==> config.mk <==
export PLATFORM = sky130hd
export DESIGN_NAME = cbs_go_control
export DESIGN_NICKNAME = d
export VERILOG_FILES = /design/src/hdl/cbs_pkg.sv /design/src/hdl/cbs_sync.sv /design/src/hdl/cbs_go_control.sv
export SDC_FILE = /design/constraint.sdc
export NUM_CORES = 1
export LEC_CHECK = 0
export ABC_AREA = 1
export BUFFER_PORTS_ARGS = -buffer_cell sky130_fd_sc_hd__buf_4
export CORE_AREA = 3 3 44 46
export DETAILED_ROUTE_END_ITERATION = 10
export DIE_AREA = 0 0 47 49
export MAX_ROUTING_LAYER = met4
export PLACE_DENSITY = 0.77
export REMOVE_ABC_BUFFERS = 1
export SLEW_MARGIN = 20
export SYNTH_ARGS = -nofsm -noshare
export SYNTH_HDL_FRONTEND = slang
export SYNTH_SLANG_ARGS = --single-unit
==> constraint.sdc <==
create_clock -name clk -period 3.3 [get_ports clk]
set_input_delay 0.33 -clock clk [delete_from_list [all_inputs] [get_ports clk]]
set_output_delay 0.33 -clock clk [all_outputs]
set_load 0.1 [all_outputs]
==> src/hdl/cbs_pkg.sv <==
// constants and types for the coefficient bank-swap and sample-start control
// Operation
// - host writes swap bit, swap becomes pending
// - pending swap commits at next sample-start sampling
// - system control swap bit also requests swap
// - early request may commit at once
// - late request may slip one sampling
// - busy high from request until commit
// - other registers stay accessible meanwhile
// - master mode: data write drives start high
// - master mode: all but data input accessible
// - minimum ignore period by width, then poll
package cbs_pkg;
    // clock and master start timing
    localparam int CLK_PERIOD_NS = 5;
    localparam int GO_EXTRA_NS = 50;
    localparam int GO_CLK_PERIODS = 2;
    localparam int GO_MAX_CYCLES = GO_CLK_PERIODS + GO_EXTRA_NS / CLK_PERIOD_NS;
    // field positions in the two control registers
    localparam int ACCESS_SWAP_BIT = 0;
    localparam int SYSTEM_SWAP_BIT = 2;
    // coefficient width codes
    localparam logic [1:0] CW_4 = 2'h0;
    localparam logic [1:0] CW_8 = 2'h1;
    localparam logic [1:0] CW_12 = 2'h2;
    localparam logic [1:0] CW_16 = 2'h3;
    localparam logic [3:0] HOLD_4 = 4'h2;
    localparam logic [3:0] HOLD_8 = 4'h4;
    localparam logic [3:0] HOLD_12 = 4'h6;
    localparam logic [3:0] HOLD_16 = 4'h8;
    localparam logic [3:0] CNT_ZERO = 4'h0;
    localparam logic [3:0] CNT_ONE = 4'h1;
    // sampling state, one-hot
    typedef enum logic [1:0] {
        SMP_POLL = 2'b01,
        SMP_HOLD = 2'b10
    } cbs_smp_t;
    // minimum ignore period for a width code
    function automatic logic [3:0] cbs_hold(input logic [1:0] cw);
        case (cw)
            CW_4: cbs_hold = HOLD_4;
            CW_8: cbs_hold = HOLD_8;
            CW_12: cbs_hold = HOLD_12;
            default: cbs_hold = HOLD_16;
        endcase
    endfunction
endpackage

==> src/hdl/cbs_sync.sv <==
// two-flop synchroniser for the sample-start pin
`timescale 1ns/1ps
`default_nettype none
module cbs_sync (
    input wire logic clk,
    input wire logic arst_n,
    input wire logic din,
    output logic dout
);
    // first stage feeds only the second
    typedef struct packed {
        logic meta;
        logic stable;
    } cbs_sync_t;
    cbs_sync_t st;
    cbs_sync_t next_st;
    // shift the pin in
    always_comb
    begin
        next_st.meta = din;
        next_st.stable = st.meta;
    end
    // register stages
    always_ff @(posedge clk or negedge arst_n)
    begin
        if (!arst_n)
            st <= '0;
        else
            st <= next_st;
    end
    assign dout = st.stable;
endmodule
`default_nettype wire

==> src/hdl/cbs_go_control.sv <==
// bank-swap request, commit and sample-start sequencing
`timescale 1ns/1ps
`default_nettype none
module cbs_go_control (
    input wire logic clk,
    input wire logic arst_n,
    // host write strobe for the access control register
    input wire logic accessCtrlWrite,
    input wire logic [7:0] accessCtrlData,
    // system control register image, level
    input wire logic [7:0] systemCtrl,
    // host write to the data input register
    input wire logic dataInWrite,
    // master mode select and coefficient width code
    input wire logic masterMode,
    input wire logic [1:0] coefWidth,
    // sample-start pin as seen from outside
    input wire logic goIn,
    // sample-start drive, output enable low while driving
    output logic goOut,
    output logic goOe_n,
    // status
    output logic busy,
    output logic swapPending,
    output logic activeBank,
    output logic hostBank,
    output logic sampleStart,
    output logic sampleWindow,
    output logic coefAccessOk,
    output logic dataInAccessOk
);
    import cbs_pkg::*;

    // whole module state
    typedef struct packed {
        cbs_smp_t smp;
        logic [3:0] cnt;
        logic pending;
        logic bank;
        logic sysSeen;
        logic goDrive;
        logic startPulse;
    } cbs_state_t;

    cbs_state_t st;
    cbs_state_t next_st;
    logic goSync;
    logic sampling;
    logic goHigh;
    logic reqAccess;
    logic reqSystem;

    // pin passes two flops before use
    cbs_sync u_sync (
        .clk(clk),
        .arst_n(arst_n),
        .din(goIn),
        .dout(goSync)
    );

    // master sees its own drive directly, no pin round trip; the synced
    // echo of its own pulse lags two clocks and would start a second sample
    assign goHigh = masterMode ? st.goDrive : goSync;
    // an edge on which sample-start is sampled at all
    assign sampling = (st.smp == SMP_POLL);
    assign reqAccess = accessCtrlWrite & accessCtrlData[ACCESS_SWAP_BIT];
    assign reqSystem = systemCtrl[SYSTEM_SWAP_BIT] & ~st.sysSeen;

    // next-state logic
    always_comb
    begin
        next_st = st;
        next_st.startPulse = 1'b0;
        next_st.sysSeen = systemCtrl[SYSTEM_SWAP_BIT];
        if (sampling && st.pending)
        begin
            next_st.bank = ~st.bank;
            next_st.pending = 1'b0;
        end
        // request arriving on a sampling edge waits one more
        // sampling; set beats clear so it is never lost
        if (reqAccess || reqSystem)
            next_st.pending = 1'b1;
        case (st.smp)
            SMP_POLL:
            begin
                if (goHigh)
                begin
                    next_st.smp = SMP_HOLD;
                    next_st.cnt = cbs_hold(coefWidth) - CNT_ONE;
                    next_st.startPulse = 1'b1;
                    next_st.goDrive = 1'b0;
                end
            end
            SMP_HOLD:
            begin
                // ignore the pin until the minimum period has passed
                if (st.cnt <= CNT_ONE)
                    next_st.smp = SMP_POLL;
                next_st.cnt = (st.cnt == CNT_ZERO) ? CNT_ZERO : st.cnt - CNT_ONE;
            end
            default:
            begin
                next_st.smp = SMP_POLL;
                next_st.cnt = CNT_ZERO;
            end
        endcase
        // master drives start after data write, within one cycle
        if (masterMode && dataInWrite)
            next_st.goDrive = 1'b1;
        if (!masterMode)
            next_st.goDrive = 1'b0;
    end

    // state register
    always_ff @(posedge clk or negedge arst_n)
    begin
        if (!arst_n)
        begin
            st.smp <= SMP_POLL;
            st.cnt <= CNT_ZERO;
            st.pending <= 1'b0;
            st.bank <= 1'b0;
            st.sysSeen <= 1'b0;
            st.goDrive <= 1'b0;
            st.startPulse <= 1'b0;
        end
        else
            st <= next_st;
    end

    assign busy = st.pending;
    assign swapPending = st.pending;
    assign activeBank = st.bank;
    assign hostBank = ~st.bank;
    assign goOut = st.goDrive;
    // active-low enable; drives only in master mode
    assign goOe_n = ~masterMode;
    assign sampleStart = st.startPulse;
    assign sampleWindow = (st.smp == SMP_HOLD);
    // advise host: no coefficient access while swap pending
    assign coefAccessOk = ~st.pending;
    // other registers always open; data input closed while driving
    assign dataInAccessOk = ~(masterMode & st.goDrive);
    // the host waits for busy low before requesting again
endmodule
`default_nettype wire

# Yosys cells after proc, flatten, opt, wreduce, memory -nomap -nowiden
# Cells that the tools add are included.
[op_classes]
n_div = 0
multipliers = 0
reduce_logical = 8
eq_ne = 8
bitwise_logic = 8
order_cmp = 1
n_mux = 14
n_addsub = 2
n_shift = 0
[op_table]
columns = ["cell", "n"]
rows = [
  ["4-bit 2-to-1 mux", 3],
  ["4-bit case mux with 3 select lines", 1],
  ["6-bit case mux with 2 select lines", 1],
  ["2-bit 2-to-1 mux", 4],
  ["4-bit by 1-bit subtractor with 4-bit output, second input constant", 2],
  ["6-bit 2-to-1 mux", 1],
  ["3-bit by 1-bit != test with 1-bit output, second input constant", 2],
  ["1-bit inverter", 5],
  ["2-bit by 1-bit equality test with 1-bit output, second input constant", 2],
  ["2-bit equality test, second input constant", 2],
  ["4-bit by 1-bit less-or-equal comparator with 1-bit output, second input constant", 1],
  ["4-bit zero test", 1],
  ["1-bit 2-to-1 mux", 4],
  ["2-bit by 1-bit != test with 1-bit output, second input constant", 2],
  ["2-bit AND reduction", 2],
  ["1-bit bitwise AND", 3],
  ["1-bit logical AND", 2],
  ["2-bit zero test", 1],
  ["2-bit nonzero test", 1],
  ["1-bit logical OR", 1],
]
[totals]
ff_bits = 13
word_cells = 50
latch_bits = 0
ram_bits = 0
mem_count = 0
in_bits = 24
romBits = 0
out_inout_bits = 10

# Logic depth before layout (Yosys ltp)
[logic_depth]
word_depth = 7
depth_mapped = 9

# Modules after synthesis
# From an unflattened synthesis, not the netlist that was laid out.
[unflattened]
cells_unflattened = 95
hier_area_um2 = 744.5
[modules_own_cells]
columns = ["module", "area_each_um2", "instances", "seq_area_each_um2", "cells_each"]
rows = [
  ["cbs_go_control", 694.4, 1, 276.5, 93],
  ["cbs_sync", 50.0, 1, 50.0, 2],
]

# Worst setup path after synthesis
# OpenSTA, ideal clock, no wires.
[synth_path]
path_type = "flip-flop to flip-flop"
from = "register st, in the netlist goOut"
to = "register st[10] (netlist name)"
path_buffers = 0
t_required_ps = 3174
arrival_ps = 2345
synth_period_minus_slack_ps = 2471
setup_slack_ps = 829
stages_incl_launch_ff = 6
cell_sequence = "dfrtp_1 -> nand2_1 -> nand3_2 -> nand2_2 -> nand2_1 -> o21ai_0"
[synth_between]
elab_chain_len = 3
[synth_rtl]
columns = ["item", "line_no", "text"]
rows = [
  ["from (decl)", "cbs_go_control.sv:45", "cbs_state_t st;"],
  ["from (signal assigned)", "cbs_go_control.sv:129", "st <= next_st;"],
  ["1-bit 2-to-1 mux", "cbs_go_control.sv:63", "assign goHigh = masterMode ? st.goDrive : goSync;"],
  ["2-bit by 1-bit != test with 1-bit output (no line)", "n/a", ""],
  ["2-bit AND reduction (no line)", "n/a", ""],
]
# No other way between the ends.
# A chain may end at the register's enable or synchronous reset.

# Worst setup path in the final report
[layout_path]
from = "register st[9] (netlist name)"
to = "output sampleWindow"
[layout_between]
elab_chain_len = 1
[layout_rtl]
columns = ["item", "line_no", "text"]
rows = [
  ["2-bit equality test", "cbs_go_control.sv:140", "assign sampleWindow = (st.smp == SMP_HOLD);"],
  ["to (decl)", "cbs_go_control.sv:28", "output logic sampleWindow,"],
]
# No other way between the ends.

==> results.py <==
metrics = {
    "pwr": {
        "p_total_mw": 0.972,
        "peakVddDrop_uv": 446,
        "leakage_nw": 0.522,
        "p_int_mw": 0.406,
        "sw_frac_of_total_pct": 58.2,
        "powerDensity_mw_per_mm2": 1050,
        "power.share.sequential_pct": 25.6,
        "pwr-share-clk_pct": 9.4,
        "switchingPower_mw": 0.566,
        "combPwrFrac_pct": 64.9,
    },
    "clock_tree": {
        "cts_sinks": 13,
        "insertion_delay_ns": 0.26,
        "root_buffer": "clkbuf_4",
        "clk_pin_slew_ns": 0.07,
        "cts_htree_levels": 1,
        "cts.path.max_buffers": 2,
        "cts_buffers": 3,
        "cts_tree": "yes",
    },
    "sta": {
        "tightest_slew_ns": 0.329,
        "period_needed_ns": 1.72,
        "rsz0062_at_grt": "false",
        "clock.fmax_mhz": 581,
        "finClkSkew_ns": 0.000909,
        "setup-violations-final": 0,
        "setup_tns_ns": 0,
        "finalHoldViolations": 0,
        "holdWs_ns": 0.171,
        "min_period_over_period_pct": 52.1,
        "maxSlewHeadroom_pct": 78.1,
        "slew_violations": 0,
    },
    "route": {
        "drc_errors": 0,
        "drt_iter0_drc": 3,
        "vias": 653,
        "routed_via_density": 5.02,
        "wire_per_inst_um": 10.4,
        "antenna_left": 0,
        "drt_first_pass_iters": 4,
        "routed_wirelength_um": 1350,
    },
    "global_route": {
        "gr-total-overflow": 0,
        "grt_pass1_wl_um": 2330,
        "grt_pass1_vias": 614,
        "grt_max_degree": 14,
        "grt_use_total_pct": 14.3,
        "antenna_found_initial": 0,
    },
    "place": {
        "dp.cells": 125,
        "routabilityCongestion": 0.751,
        "io_buffers": 19,
        "dpl.hpwl_um": 1120,
        "place_area_um2": 887,
    },
    "critical_path": {
        "cp-endpoint": "sampleWindow",
        "cp-start-kind": "flop",
        "reg2reg_from": "st[9]$_DFFE_PN1P_",
        "path_class": "flop to output port",
        "r2r_setup_slack_ns": 1.77,
        "ff2ff_path_depth": 6,
        "endpoint_kind": "output port",
        "crit_required_ns": 2.97,
        "arrival_ns": 1.39,
        "r2r-end": "st[8]$_DFFE_PN0P_",
        "critPathMaxFanout": 5,
        "setup.worst_path.start": "st[9]$_DFFE_PN1P_",
    },
    "cells_and_area": {
        "stdcell_area_um2": 923,
        "seq_area_um2": 327,
        "antenna_cells": 0,
        "stdcell_count": 130,
        "fin_nets": 146,
        "area_delta_synth_final_pct": 26.2,
        "fill_cells": 147,
        "multiInputGateArea_um2": 330,
        "drive_above_1_share_pct": 25.4,
    },
    "floorplan": {
        "core_area_mm2": 0.00154,
        "io_pins": 34,
        "floorplan.initialDensity_pct": 47.5,
        "rows": 14,
        "die_y_um": 49,
        "die_w_um": 47,
        "die_area_mm2": 0.00230,
    },
    "min_path": {
        "hold_path_depth": 1,
        "hp-class": "input port to flop",
    },
    "logic_synthesis": {
        "synth_area_leaders": "dfrtp_1, nand2_1, ha_1, inv_1, o21ai_0",
        "yosysTopAreaCellShare_pct": 41.0,
        "synth_cells": 91,
        "yosysWarnings": 0,
        "yosysTopAreaCell": "dfrtp_1",
        "yosysSeqAreaShare_pct": 44.6,
        "ys_seq_elements": 13,
        "syn_area_per_cell_um2": 8.04,
        "syn-cell-area_um2": 732,
        "yosysUniqueCellTypes": 18,
    },
    "outcome": {
        "status": "complete, no violations",
    },
    "run": {
        "cap_violations": 0,
    },
}
power groups by stage:
stage               registers (mW)  logic, mW  clock network, mW
floorplan                    0.403      0.348                  0
global placement             0.250      0.620                  0
detailed placement           0.252      0.635                  0
CTS                          0.251      0.634             0.0963
global route                 0.257      0.685              0.104
finish                       0.249      0.631             0.0918
state kept, by name, indices dropped and copies added (netlist names):
| signal | cells |
|---|---|
| activeBank | 1 |
| busy | 1 |
| goOut | 1 |
| sampleStart | 1 |
| st | 7 |
| u_sync.dout | 1 |
| u_sync.next_st | 1 |
metrics by stage:
step                utilization, %  worst slack, ns
floorplan                        -            0.402
global placement              57.5             1.81
detailed placement            57.5             1.76
CTS                           59.9             1.57
global route                  59.9             1.50
finish                        59.9             1.58
synthesized netlist by cell type, drive strengths merged:
| library cell | number |
|---|---|
| dfstp | 1 |
| nand2 | 28 |
| nand3 | 6 |
| nor2 | 3 |
| ha | 7 |
| inv | 18 |
| a21oi | 2 |
| o21ai | 10 |
| a22oi | 1 |
| xor2 | 1 |
| buf | 1 |
| dfrtp | 12 |
| nand4 | 1 |
critical path, stage by stage (launching register included):
cell     delay (ns)
dfstp_2        0.56
inv_1          0.05
ha_1           0.25
buf_4          0.26
cell families after synthesis:
family                   count (synthesis)  synth area share (%)
XOR/XNOR                                 1                  1.20
AO/OA/AOI/OAI                           13                  9.74
buffers and inverters                   19                  10.3
AND/OR/NAND/NOR                         38                  22.2
flip-flops                              13                  44.6
adder cells (fa/ha/maj)                  7                  12.0
area by class of cell:
cell class	count	area share [%]
Clock buffer	4	2.85
Tap cell	16	2.17
Multi-Input combinational cell	59	35.8
Inverter	18	7.32
Sequential cell	13	35.4
Timing Repair Buffer	20	16.5
worst min-delay path by stage:
stage / slack, ns / from / endpoint
floorplan: 0.03 / arst_n / activeBank$_DFFE_PN0P_
global placement: 0.18 / arst_n / u_sync.dout$_DFF_PN0_
detailed placement: 0.18 / arst_n / goOut$_DFFE_PN0P_
CTS: 0.16 / goIn / u_sync.next_st[0]$_DFF_PN0_
global route: 0.16 / goIn / u_sync.next_st[0]$_DFF_PN0_
finish: 0.17 / goIn / u_sync.next_st[0]$_DFF_PN0_
layout by cell type, fill, tap and decap left out:
| cell type | Yosys | routed |
|---|---|---|
| clkbuf_4 | 0 | 3 |
| nand2_1 | 26 | 26 |
| dfstp_2 | 1 | 1 |
| clkbuf_1 | 0 | 1 |
| dfrtp_1 | 12 | 12 |
| buf_4 | 1 | 19 |
| a21oi_1 | 2 | 2 |
| a22oi_1 | 1 | 1 |
| dlygate4sd3_1 | 0 | 1 |
| nand4_1 | 1 | 1 |
| o21ai_0 | 7 | 7 |
| ha_1 | 7 | 7 |
| xor2_1 | 1 | 1 |
| nand3_2 | 1 | 1 |
| o21ai_1 | 2 | 2 |
| inv_2 | 2 | 2 |
| nand2_2 | 2 | 2 |
| inv_1 | 16 | 16 |
| nand3_1 | 5 | 5 |
| o21ai_2 | 1 | 1 |
| nor2_1 | 3 | 3 |
repair_timing:
| action | in CTS | in global routing |
|---|---|---|
| hold buffers | 1 | 0 |
| gates resized for setup | 0 | 0 |
| setup buffers | 0 | 0 |
| hold endpoints to repair | 12 | 0 |
metal layers:
| metal | track usage [%] | vias to the layer above | routed length, µm |
|---|---|---|---|
| met2 | 23.3 | 23 | 704 |
| met3 | 2.21 | 2 | 91 |
| met4 | 8.29 | 0 | 20 |
| li1 | - | 327 | - |
| met5 | - | - | 0 |
| met1 | 15.6 | 301 | 537 |
No activity file was read; power rests on OpenSTA's default activity.
